===== config.mk =====
export PLATFORM = sky130hd
export DESIGN_NAME = umna_core
export DESIGN_NICKNAME = d
export VERILOG_FILES = /design/src/verilog/umna_pkg.sv /design/src/verilog/umna_divider.sv /design/src/verilog/umna_core.sv
export SDC_FILE = /design/constraint.sdc
export NUM_CORES = 1
export LEC_CHECK = 0
export CORE_MARGIN = 2
export CORE_UTILIZATION = 25
export CTS_BUF_LIST = sky130_fd_sc_hd__clkbuf_4 sky130_fd_sc_hd__clkbuf_8
export CTS_CLUSTER_DIAMETER = 40
export CTS_CLUSTER_SIZE = 24
export DETAILED_ROUTE_END_ITERATION = 16
export DONT_BUFFER_PORTS = 1
export PLACE_DENSITY = 0.42
export SYNTH_ARGS = -nofsm -noshare
export SYNTH_HDL_FRONTEND = slang
export SYNTH_SLANG_ARGS = --single-unit

===== constraint.sdc =====
create_clock -name I_CLK_SYS -period 3.28 [get_ports I_CLK_SYS]
set_input_delay 0.328 -clock I_CLK_SYS [delete_from_list [all_inputs] [get_ports I_CLK_SYS]]
set_output_delay 0.328 -clock I_CLK_SYS [all_outputs]
set_load 0.1 [all_outputs]

===== src/verilog/umna_pkg.sv =====
// Constants and types shared by the multi-node serial port files.
// The core runs from one synchronous system clock.
package umna_pkg;
  // ==========================================================
  // Register byte addresses on the plain register port
  localparam logic [11:0] ADDR_DATA = 12'hF40;
  localparam logic [11:0] ADDR_STAT0 = 12'hF41;
  localparam logic [11:0] ADDR_CTL0 = 12'hF42;
  localparam logic [11:0] ADDR_CTL1 = 12'hF43;
  localparam logic [11:0] ADDR_STAT1 = 12'hF44;
  localparam logic [11:0] ADDR_NODE = 12'hF45;
  localparam logic [11:0] ADDR_DIV_HI = 12'hF46;
  localparam logic [11:0] ADDR_DIV_LO = 12'hF47;
  // ==========================================================
  // Field positions
  localparam int CTL0_TX_EN = 7;
  localparam int CTL0_RX_EN = 6;
  localparam int CTL0_IR_EN = 0;
  localparam int CTL1_MODE_LO = 0;
  localparam int CTL1_MODE_HI = 1;
  localparam int CTL1_MP_EN = 2;
  localparam int CTL1_TIMER = 3;
  localparam int CTL1_TX_MPB = 4;
  localparam int STAT0_RDA = 7;
  localparam int STAT0_TX_EMPTY = 6;
  localparam int STAT0_TX_BUSY = 5;
  localparam int STAT0_TIMER = 1;
  localparam int STAT1_ADDR = 0;
  localparam int STAT1_NEW_FRAME_FLAG = 1;
  // ==========================================================
  // Reset values and counts
  localparam logic [7:0] RST_BYTE = 8'h00;
  localparam logic [15:0] RST_DIVISOR = 16'h0010;
  localparam logic [15:0] CNT_ONE = 16'h0001;
  localparam logic [15:0] CNT_ZERO = 16'h0000;
  localparam logic [2:0] TX_LAST_BIT = 3'h7;
  localparam logic [3:0] RX_BITS_PLAIN = 4'h8;
  localparam logic [3:0] RX_BITS_MP = 4'h9;
  // ==========================================================
  // State encodings
  typedef enum logic [2:0] {
    TX_IDLE = 3'b000,
    TX_START = 3'b001,
    TX_DATA = 3'b010,
    TX_MPB = 3'b011,
    TX_STOP = 3'b100
  } umna_tx_state_type;
  typedef enum logic [1:0] {
    RX_IDLE = 2'b00,
    RX_START = 2'b01,
    RX_BITS = 2'b10,
    RX_STOP = 2'b11
  } umna_rx_state_type;
endpackage : umna_pkg


===== src/verilog/umna_divider.sv =====
// Reloading down counter behind the bit rate and the interval timer.
// Assumes the divisor is stable while the counter runs.
`timescale 1ns/1ns
`default_nettype none
module umna_divider
  import umna_pkg::*;
(
  input wire logic i_clk,
  input wire logic i_reset,
  input wire logic i_run,
  input wire logic [15:0] i_div,
  output logic o_tick,
  output logic [15:0] o_count
);
  logic [15:0] cnt_q, cnt_d;
  logic tick_q, tick_d;

  // ==========================================================
  // One tick every i_div cycles; a zero divisor acts as one
  always_comb begin
    tick_d = 1'b0;
    cnt_d = cnt_q;
    if (!i_run) begin
      cnt_d = i_div;
    end else if (cnt_q <= CNT_ONE) begin
      tick_d = 1'b1;
      cnt_d = i_div;
    end else begin
      cnt_d = cnt_q - CNT_ONE;
    end
  end

  always_ff @(posedge i_clk) begin
    if (i_reset) begin
      cnt_q <= RST_DIVISOR;
      tick_q <= 1'b0;
    end else begin
      cnt_q <= cnt_d;
      tick_q <= tick_d;
    end
  end

  assign o_tick = tick_q;
  assign o_count = cnt_q;
endmodule : umna_divider
`default_nettype wire


===== src/verilog/umna_core.sv =====
// Multi-node serial port: address filtering, driver enable, timer, IR path.
// Register port is synchronous to I_CLK_SYS; serial inputs are synchronous.
//
// Overview of operation
// Four filter modes, active only with enable
// Mode 01 interrupts on address bytes only
// Mode 00: every byte interrupts
// Flag bytes that start a frame
// Software sets mode bit0 on foreign frame
// Mode 10 drops mismatched address frames
// Mode 10 matched frame: address and data interrupt
// First accepted data byte flags new frame
// Each address byte is compared again
// Mode 11 filters, no address byte interrupt
// Modes 10 and 11 deliver only matched frames
// Node address register, 8 bits, resets zero
// Driver enable spans whole transmitted frame
// Two bytes form sixteen-bit rate divisor
// Software disables port before timer use
// Timer period is divisor clock periods
// IR enable routes serial data through codec
// Ninth bit marks address characters
// Driver enable drops after last stop
//
// Implementation choice: strobed register access.
`timescale 1ns/1ns
`default_nettype none
module umna_core
  import umna_pkg::*;
(
  input wire logic I_CLK_SYS,
  input wire logic I_RESET,
  input wire logic [11:0] I_ADDR,
  input wire logic [7:0] I_WDATA,
  input wire logic I_WR,
  input wire logic I_RD,
  output logic [7:0] O_RDATA,
  input wire logic I_RXD,
  input wire logic I_IR_RX,
  output logic O_TXD,
  output logic O_IR_TX,
  output logic O_DE,
  output logic O_RX_IRQ,
  output logic O_TIMER_IRQ
);
  // ==========================================================
  // Declarations
  logic [7:0] ctl0_q, ctl0_d, ctl1_q, ctl1_d, node_q, node_d, rdata_q, rdata_d;
  logic [15:0] div_q, div_d;
  logic [7:0] rxbuf_q, rxbuf_d;
  logic rda_q, rda_d, addrf_q, addrf_d, new_frame_flag_q, new_frame_flag_d, tmrf_q, tmrf_d;
  logic match_q, match_d, first_q, first_d, irq_q, irq_d;
  logic [8:0] txbuf_q, txbuf_d, txsh_q, txsh_d;
  logic txfull_q, txfull_d;
  umna_tx_state_type tx_q, tx_d;
  logic [2:0] txn_q, txn_d;
  logic txd_q, txd_d, irtx_q, irtx_d, de_q, de_d, tirq_q, tirq_d;
  umna_rx_state_type rx_q, rx_d;
  logic [15:0] rxc_q, rxc_d, irs_q, irs_d;
  logic [3:0] rxn_q, rxn_d;
  logic [8:0] rxsh_q, rxsh_d;
  logic tick, tx_line, rx_line, rx_done, is_addr, deliver, irq_now, nf_now;
  logic [15:0] dcount;
  logic [1:0] mode;
  logic mp_en, timer_mode, ir_en, load_tx;
  logic [7:0] rx_byte;

  assign mode = ctl1_q[CTL1_MODE_HI:CTL1_MODE_LO];
  assign mp_en = ctl1_q[CTL1_MP_EN];
  assign timer_mode = ctl1_q[CTL1_TIMER];
  assign ir_en = ctl0_q[CTL0_IR_EN];

  // Three quarters of a bit; long enough to cover the mid-bit sample
  function automatic logic [15:0] three_quarter(input logic [15:0] d);
    three_quarter = d - (d >> 2);
  endfunction : three_quarter

  // ==========================================================
  // Shared divider: bit clock for transmit, interval for timer mode
  umna_divider u_div (
    .i_clk(I_CLK_SYS),
    .i_reset(I_RESET),
    .i_run((tx_q != TX_IDLE) || timer_mode),
    .i_div(div_q),
    .o_tick(tick),
    .o_count(dcount)
  );

  // ==========================================================
  // Receive filter decision for a completed character
  always_comb begin
    is_addr = mp_en & rxsh_q[8];
    rx_byte = mp_en ? rxsh_q[7:0] : rxsh_q[8:1];
    deliver = 1'b1;
    irq_now = 1'b1;
    nf_now = 1'b0;
    match_d = match_q;
    first_d = first_q;
    if (rx_done && mp_en) begin
      if (!mode[1]) begin
        irq_now = is_addr | ~mode[0];
      end else if (is_addr) begin
        match_d = (rx_byte == node_q);
        first_d = (rx_byte == node_q);
        deliver = (rx_byte == node_q) & ~mode[0];
        irq_now = deliver;
      end else begin
        deliver = match_q;
        irq_now = match_q;
        nf_now = match_q & first_q;
        first_d = 1'b0;
      end
    end
  end

  // ==========================================================
  // Register file; hardware sets win over software clears
  always_comb begin
    ctl0_d = ctl0_q;
    ctl1_d = ctl1_q;
    node_d = node_q;
    div_d = div_q;
    txbuf_d = txbuf_q;
    txfull_d = txfull_q & ~load_tx;
    rda_d = rda_q;
    tmrf_d = tmrf_q;
    rxbuf_d = rxbuf_q;
    addrf_d = addrf_q;
    new_frame_flag_d = new_frame_flag_q;
    irq_d = 1'b0;
    rdata_d = RST_BYTE;
    if (I_WR) begin
      case (I_ADDR)
        ADDR_DATA: begin
          // Writes to a full buffer are dropped, not queued
          if (!txfull_q) begin
            txbuf_d = {ctl1_q[CTL1_TX_MPB], I_WDATA};
            txfull_d = 1'b1;
          end
        end
        ADDR_CTL0: ctl0_d = I_WDATA;
        ADDR_CTL1: ctl1_d = I_WDATA;
        ADDR_NODE: node_d = I_WDATA;
        ADDR_DIV_HI: div_d = {I_WDATA, div_q[7:0]};
        ADDR_DIV_LO: div_d = {div_q[15:8], I_WDATA};
        default: ;
      endcase
    end
    if (I_RD) begin
      case (I_ADDR)
        ADDR_DATA: begin
          rdata_d = rxbuf_q;
          rda_d = 1'b0;
        end
        ADDR_STAT0: begin
          rdata_d[STAT0_RDA] = rda_q;
          rdata_d[STAT0_TX_EMPTY] = ~txfull_q;
          rdata_d[STAT0_TX_BUSY] = (tx_q != TX_IDLE);
          rdata_d[STAT0_TIMER] = tmrf_q;
          tmrf_d = 1'b0;
        end
        ADDR_CTL0: rdata_d = ctl0_q;
        ADDR_CTL1: rdata_d = ctl1_q;
        ADDR_STAT1: begin
          rdata_d[STAT1_ADDR] = addrf_q;
          rdata_d[STAT1_NEW_FRAME_FLAG] = new_frame_flag_q;
        end
        ADDR_NODE: rdata_d = node_q;
        ADDR_DIV_HI: rdata_d = div_q[15:8];
        ADDR_DIV_LO: rdata_d = div_q[7:0];
        default: rdata_d = RST_BYTE;
      endcase
    end
    if (tick && timer_mode) begin
      tmrf_d = 1'b1;
    end
    tirq_d = tick & timer_mode;
    if (rx_done && deliver) begin
      rxbuf_d = rx_byte;
      rda_d = 1'b1;
      addrf_d = is_addr;
      new_frame_flag_d = nf_now;
      irq_d = irq_now;
    end
  end

  always_ff @(posedge I_CLK_SYS) begin
    if (I_RESET) begin
      ctl0_q <= RST_BYTE;
      ctl1_q <= RST_BYTE;
      node_q <= RST_BYTE;
      div_q <= RST_DIVISOR;
      txbuf_q <= 9'h000;
      txfull_q <= 1'b0;
      rda_q <= 1'b0;
      tmrf_q <= 1'b0;
      rxbuf_q <= RST_BYTE;
      addrf_q <= 1'b0;
      new_frame_flag_q <= 1'b0;
      match_q <= 1'b0;
      first_q <= 1'b0;
      irq_q <= 1'b0;
      tirq_q <= 1'b0;
      rdata_q <= RST_BYTE;
    end else begin
      ctl0_q <= ctl0_d;
      ctl1_q <= ctl1_d;
      node_q <= node_d;
      div_q <= div_d;
      txbuf_q <= txbuf_d;
      txfull_q <= txfull_d;
      rda_q <= rda_d;
      tmrf_q <= tmrf_d;
      rxbuf_q <= rxbuf_d;
      addrf_q <= addrf_d;
      new_frame_flag_q <= new_frame_flag_d;
      match_q <= match_d;
      first_q <= first_d;
      irq_q <= irq_d;
      tirq_q <= tirq_d;
      rdata_q <= rdata_d;
    end
  end

  // ==========================================================
  // Transmitter; a queued byte follows the stop bit with no idle gap
  always_comb begin
    tx_d = tx_q;
    txsh_d = txsh_q;
    txn_d = txn_q;
    load_tx = 1'b0;
    tx_line = 1'b1;
    unique case (tx_q)
      TX_IDLE: begin
        if (txfull_q && ctl0_q[CTL0_TX_EN]) begin
          load_tx = 1'b1;
          txsh_d = txbuf_q;
          tx_d = TX_START;
        end
      end
      TX_START: begin
        tx_line = 1'b0;
        txn_d = 3'h0;
        if (tick) tx_d = TX_DATA;
      end
      TX_DATA: begin
        tx_line = txsh_q[0];
        if (tick) begin
          txsh_d = {txsh_q[8], txsh_q[8:1]};
          txn_d = txn_q + 3'h1;
          if (txn_q == TX_LAST_BIT) tx_d = mp_en ? TX_MPB : TX_STOP;
        end
      end
      TX_MPB: begin
        tx_line = txsh_q[8];
        if (tick) tx_d = TX_STOP;
      end
      TX_STOP: begin
        if (tick) begin
          if (txfull_q && ctl0_q[CTL0_TX_EN]) begin
            load_tx = 1'b1;
            txsh_d = txbuf_q;
            tx_d = TX_START;
          end else begin
            tx_d = TX_IDLE;
          end
        end
      end
      default: tx_d = TX_IDLE;
    endcase
    de_d = (tx_q != TX_IDLE);
    txd_d = ir_en ? 1'b1 : tx_line;
    // The tick cycle still belongs to the old bit; pulsing there would add a late pulse
    irtx_d = ir_en && !tx_line && !tick && (dcount > three_quarter(div_q));
  end

  always_ff @(posedge I_CLK_SYS) begin
    if (I_RESET) begin
      tx_q <= TX_IDLE;
      txsh_q <= 9'h1FF;
      txn_q <= 3'h0;
      de_q <= 1'b0;
      txd_q <= 1'b1;
      irtx_q <= 1'b0;
    end else begin
      tx_q <= tx_d;
      txsh_q <= txsh_d;
      txn_q <= txn_d;
      de_q <= de_d;
      txd_q <= txd_d;
      irtx_q <= irtx_d;
    end
  end

  // ==========================================================
  // Receiver with mid-bit sampling; bad stop bits discard the character
  always_comb begin
    rx_line = ir_en ? (irs_q == CNT_ZERO) : I_RXD;
    irs_d = I_IR_RX ? three_quarter(div_q) : ((irs_q == CNT_ZERO) ? CNT_ZERO : irs_q - CNT_ONE);
    rx_d = rx_q;
    rxc_d = (rxc_q == CNT_ZERO) ? CNT_ZERO : rxc_q - CNT_ONE;
    rxn_d = rxn_q;
    rxsh_d = rxsh_q;
    rx_done = 1'b0;
    unique case (rx_q)
      RX_IDLE: begin
        if (!rx_line && ctl0_q[CTL0_RX_EN]) begin
          rx_d = RX_START;
          rxc_d = div_q >> 1;
        end
      end
      RX_START: begin
        if (rxc_q == CNT_ZERO) begin
          rx_d = rx_line ? RX_IDLE : RX_BITS;
          rxc_d = div_q;
          rxn_d = 4'h0;
        end
      end
      RX_BITS: begin
        if (rxc_q == CNT_ZERO) begin
          rxsh_d = {rx_line, rxsh_q[8:1]};
          rxn_d = rxn_q + 4'h1;
          rxc_d = div_q;
          if (rxn_q + 4'h1 == (mp_en ? RX_BITS_MP : RX_BITS_PLAIN)) rx_d = RX_STOP;
        end
      end
      RX_STOP: begin
        if (rxc_q == CNT_ZERO) begin
          rx_done = rx_line;
          rx_d = RX_IDLE;
        end
      end
    endcase
  end

  always_ff @(posedge I_CLK_SYS) begin
    if (I_RESET) begin
      rx_q <= RX_IDLE;
      rxc_q <= CNT_ZERO;
      rxn_q <= 4'h0;
      rxsh_q <= 9'h000;
      irs_q <= CNT_ZERO;
    end else begin
      rx_q <= rx_d;
      rxc_q <= rxc_d;
      rxn_q <= rxn_d;
      rxsh_q <= rxsh_d;
      irs_q <= irs_d;
    end
  end

  assign O_RDATA = rdata_q;
  assign O_TXD = txd_q;
  assign O_IR_TX = irtx_q;
  assign O_DE = de_q;
  assign O_RX_IRQ = irq_q;
  assign O_TIMER_IRQ = tirq_q;

  // ==========================================================
  // Checks; gap counter measures timer spacing
  logic [15:0] gap_q;
  logic gapv_q;
  always_ff @(posedge I_CLK_SYS) begin
    if (I_RESET || !timer_mode || div_d != div_q) begin
      gap_q <= CNT_ZERO;
      gapv_q <= 1'b0;
    end else begin
      gap_q <= tick ? CNT_ZERO : gap_q + CNT_ONE;
      gapv_q <= gapv_q | tick;
    end
  end
endmodule : umna_core
`default_nettype wire


# [After elaboration in Yosys (flattened, before gate mapping)]
# Cells that the tools add are included.
# W data, S select, Z words.
[op_classes] n_reduce_logical=47 n_addsub=6 bitwise=15 muxes=66 n_lt_le_gt_ge=2 n_eq_ne=29
[ops] operator="$mux W16" n=7
[ops] operator="$eq A12 B12 Y1 const B" n=8
[ops] operator="$pmux W16 S2" n=2
[ops] operator="$sub A16 B1 Y16 const B" n=3
[ops] operator="$logic_not A16 Y1" n=2
[ops] operator="$pmux W9 S3" n=1
[ops] operator="$mux W1" n=26
[ops] operator="$mux W3" n=8
[ops] operator="$pmux W3 S7" n=1
[ops] operator="$reduce_and A3 Y1" n=7
[ops] operator="$mux W9" n=2
[ops] operator="$pmux W3 S6" n=1
[ops] operator="$gt A16 B16 Y1" n=1
[ops] operator="$le A16 B1 Y1 const B" n=1
[ops] operator="$mux W8" n=2
[ops] operator="$reduce_and A2 Y1" n=8
[ops] operator="$sub A16 B14 Y16" n=1
[ops] operator="$pmux W3 S5" n=1
[ops] operator="$ne A2 B2 Y1 const B" n=7
[ops] operator="$reduce_bool A2 Y1" n=7
[ops] operator="$mux W2" n=6
[ops] operator="$reduce_or A2 Y1" n=5
[ops] operator="$not A1 Y1" n=9
[ops] operator="$eq A8 B8 Y1" n=1
[ops] operator="27 further kinds" n=48
[totals] word_cells=196 out_inout_bits=13 reg_bits=156 input_bits=26

# [Depth between registers and ports, before layout]
[depth] ltp_word=9 mapped_depth=16

# [Modules after synthesis]
# Synthesis repeated with hierarchy kept, for this count alone.
[hier_totals] hier_cells=1049 area_unflattened_um2=8800.9
[modules_own_cells] module="umna_core" seq_area_each_um2=2782.7 area_per_inst_um2=7851.3 cells_each=949 instances=1
[modules_own_cells] module="umna_divider" seq_area_each_um2=340.3 area_per_inst_um2=949.7 cells_each=100 instances=1

# [Least setup slack after synthesis]
# No wires, ideal clock.
[synth_path] path_type="reg-to-reg" from="register div_q[2]" to="register irtx_q, in the netlist O_IR_TX" setup_time_ps=74 t_arrival_ps=2914 path_slack_ps=292 stages_incl_launch_ff=15 t_required_ps=3206 cell_sequence="dfxtp_1 > ha_1 > inv_1 > fa_1 > a211oi_1 > o21ai_0 > nand2_1 > o311ai_0 > xnor2_1 > ha_1 > nand4_1 > nor2_1 > and3_1 > a2111o_1 > a31oi_1"
[synth_via] elab_chain_len=3
[synth_lines] item="start, declared" line="umna_core.sv:49" rtl="logic [15:0] div_q, div_d;"
[synth_lines] item="start signal, assigned" line="umna_core.sv:209" rtl="div_q <= div_d;"
[synth_lines] item="$sub A16 B14 Y16" line="umna_core.sv:75" rtl="three_quarter = d - (d >> 2);"
[synth_lines] item="$gt A16 B16 Y1" line="umna_core.sv:274" rtl="irtx_d = ir_en && !tx_line && !tick && (dcount > three_quarter(div_q));"
[synth_lines] item="$logic_and A1 B1 Y1" line="umna_core.sv:274"
[synth_lines] item="end signal, assigned" line="umna_core.sv:291" rtl="irtx_q <= irtx_d;"
[synth_lines] item="end, declared" line="umna_core.sv:57" rtl="logic txd_q, txd_d, irtx_q, irtx_d, de_q, de_d, tirq_q, tirq_d;"
# Every way passes these cells.
# A chain may end at the register's enable or synchronous reset.

# [Worst setup path in the final report]
[layout_path] from="register div_q[0]" to="register irtx_q, in the netlist O_IR_TX"
# The elaborated chain is that of the path after synthesis.

==> metrics.txt <==
PwrDens=465.7 mW/mm²; total track usage=0.1618; first-pass GRT wire length=44750 µm; Tcrit/Tclk final=0.9470; critical path arrival=between 3 and 4 ns; Cell variety after synth=between 80 and 90; CP Capture Type=flop; Via density=4.917; Synth Register Bits=156; Layout area overhead=14.55%; Final nets=1161; Die W=190.6 µm; initial antenna violation count=2; Setup WS post-layout=0.1739 ns; max cap viols=0; I/O pins=39; Mapped Nets=1141; GPL Wtd Cong=0.8038; Detail Route Antenna Nets=0; prevailing post-synth register cell=dfxtp_1; post-layout instance area=0.009967 mm²; Peak Freq=0.3219 GHz; WL per Instance=approximately 18 µm; most frequent cells in the layout=160 x nand2_1, 153 x dfxtp_1, 102 x nor2_1; Row Count=68; Fillers=3789; sequential share of the synthesized area=0.3589; first drt pass iteration count=5; pre-CTS setup slack=-0.05377 ns; WL final=approximately 29000 µm; gr ovfl total=0; clk buf depth=2; sinks on the clock net=156; Iter 0 DRT Violations=504; minimum clock period=3.106 ns; die area=around 0.036 mm²; RSZ-0062 raised after global routing=false; Worst-Skew Late Latency=approximately 0.49 ns; Cells after Synth=roughly 1100; cts bufs inserted=17; Post-DP HPWL=20240 µm; Peak VDD IR=0.2068 mV; mapped cell area=just under 0.009 mm²; clock root buffer=clkbuf_8; CTS tree=done; Fin. Hold Viols=0; Critical Path RT=3.69 ns; clock skew=0.02426 ns; Die H=190.6 µm; Async SR Flop Fraction=0; post-synthesis area per instance=8.109 µm²; setup violators final=0; Vias=7680; Hold Path Class=in -> reg; initial core utilization=0.2531; fin util=0.2900; Pwr Total=4642 µW; core area=approximately 0.034 mm²; DRC=0; number of global-route vias before repair=7590; EDFF count, synth=0; static leakage=0.003572 µW; Final Slew Violations=0; type of the worst setup path=reg -> reg; largest net degree at the start of global routing=roughly 90; PortBufs=0; Ys Warns=0; worst slew pin tran=0.9835 ns; H-Tree Depth=4; Worst-path clk slew=0.11 ns; share of cells above drive strength 1=0.1157; startpoint types=flop; Placed Area=0.009291 mm²; outcome=complete, no violations; slew margin rel.=0.3434; Hold Worst Slack=0.03896 ns; crit path max fanout=3; most common cell after layout, fill and taps aside=nand2_1
## metrics by stage
stage | setup TNS (ns) | cells
final | 0 | 1562
after global routing | 0 | 1561
after CTS | 0 | 1558
after detailed placement | -0.05377 | 1512
after global placement | 0 | 1512
after floorplan | 0 | 1073
## critical path: stages (launching register included)
cell	delay [ns]
dfxtp_2	0.33
inv_1	0.06
ha_2	0.19
inv_1	0.06
fa_2	0.37
a211oi_2	0.30
o21ai_2	0.11
nand2_2	0.12
o311ai_2	0.09
xnor2_1	0.29
ha_1	0.30
nand4_1	0.11
nor2_2	0.06
and3_4	0.17
a2111o_1	0.35
a31oi_1	0.14
## power breakdown
part | internal, µW | switching, µW | total [µW]
Combinational | 411 | 544 | 954
Sequential | 1990 | 123 | 2120
Clock | 661 | 911 | 1570
Total | 3060 | 1580 | 4640
## final timing paths
check	start	end	slack, ns	depth (start not counted)
worst min-delay path	I_RESET	rxc_q[15]$_SDFF_PP0_	0.04	2
worst min register to register	ctl0_q[2]$_SDFFE_PP0P_	ctl0_q[2]$_SDFFE_PP0P_	0.46	2
worst max-delay path	div_q[0]$_SDFFE_PP0P_	O_IR_TX$_SDFF_PP0_	0.17	15
worst max register to register	div_q[0]$_SDFFE_PP0P_	O_IR_TX$_SDFF_PP0_	0.17	15
## sequential cells by signal (all words and copies together) (netlist names), 3 cells and up, named ones only
| name | cells |
|---|---|
| div_q | 16 |
| irs_q | 16 |
| rxc_q | 16 |
| u_div.o_count | 16 |
| rxsh_q | 9 |
| txbuf_q | 9 |
| txsh_q | 9 |
| O_RDATA | 8 |
| ctl0_q | 8 |
| ctl1_q | 8 |
| node_q | 8 |
| rxbuf_q | 8 |
| rxn_q | 4 |
| tx_q | 3 |
| txn_q | 3 |
## logic make-up (layout without fill, tap and decap cells)
kind of cell | count (synthesis) | count (layout) | share of synthesized area
xor+xnor | 57 | 57 | 0.05738
mux | 38 | 38 | 0.05004
simple gates | 422 | 422 | 0.2294
buf+inv | 90 | 123 | 0.04530
fa+ha+maj | 42 | 42 | 0.06126
other cells | 0 | 1 | 0
flops | 156 | 156 | 0.3589
compound gates | 268 | 268 | 0.1977
## cell usage after synthesis, types with 9 or more instances
cell type  instances  area share
o21ai_0           43       0.025
nand4_1            9      0.0065
nor2_1           104       0.045
a21oi_1           99       0.057
o311ai_0           9      0.0091
ha_1              41       0.059
xnor2_1           42       0.042
or3_1             21       0.015
nand2_1          161       0.069
nor2b_1           17       0.012
dfxtp_1          156        0.36
inv_1             39       0.017
xor2_1            15       0.015
nand3_1           20       0.012
nor3_1            29       0.017
clkbuf_1          35       0.015
a22oi_1           18       0.016
and3_1             9      0.0065
o21a_1             9      0.0078
mux2i_1           24       0.028
a211oi_1          16       0.014
## cell type report
type,instances,area [µm²],share of cell area
well taps,455,569.3,0.05712
repair buffers,52,442.9,0.04444
flip-flops and latches,156,3129,0.3140
clock inverters,14,178.9,0.01795
clock buffers,18,241.5,0.02423
multi-input cells,827,5256,0.5274
diodes,1,2.502,0.0002511
inverters,39,146.4,0.01469
## per-layer routing
layer	part of all wire	up-vias	GRT usage
met1	0.51	3684	0.2327
met2	0.45	120	0.2488
met4	0.012	0	0.04234
met5	0	-	0
met3	0.033	23	0.02760
li1	-	3853	-
## repair_timing
item                                   CTS  global route
gates resized for setup                  2            19
endpoints found under the hold margin   94             0
hold buffers                            14             0
setup buffers                            0             3
pin swaps                                0            13
setup endpoints to repair                1             1
No activity file was read; power rests on OpenSTA's default activity.
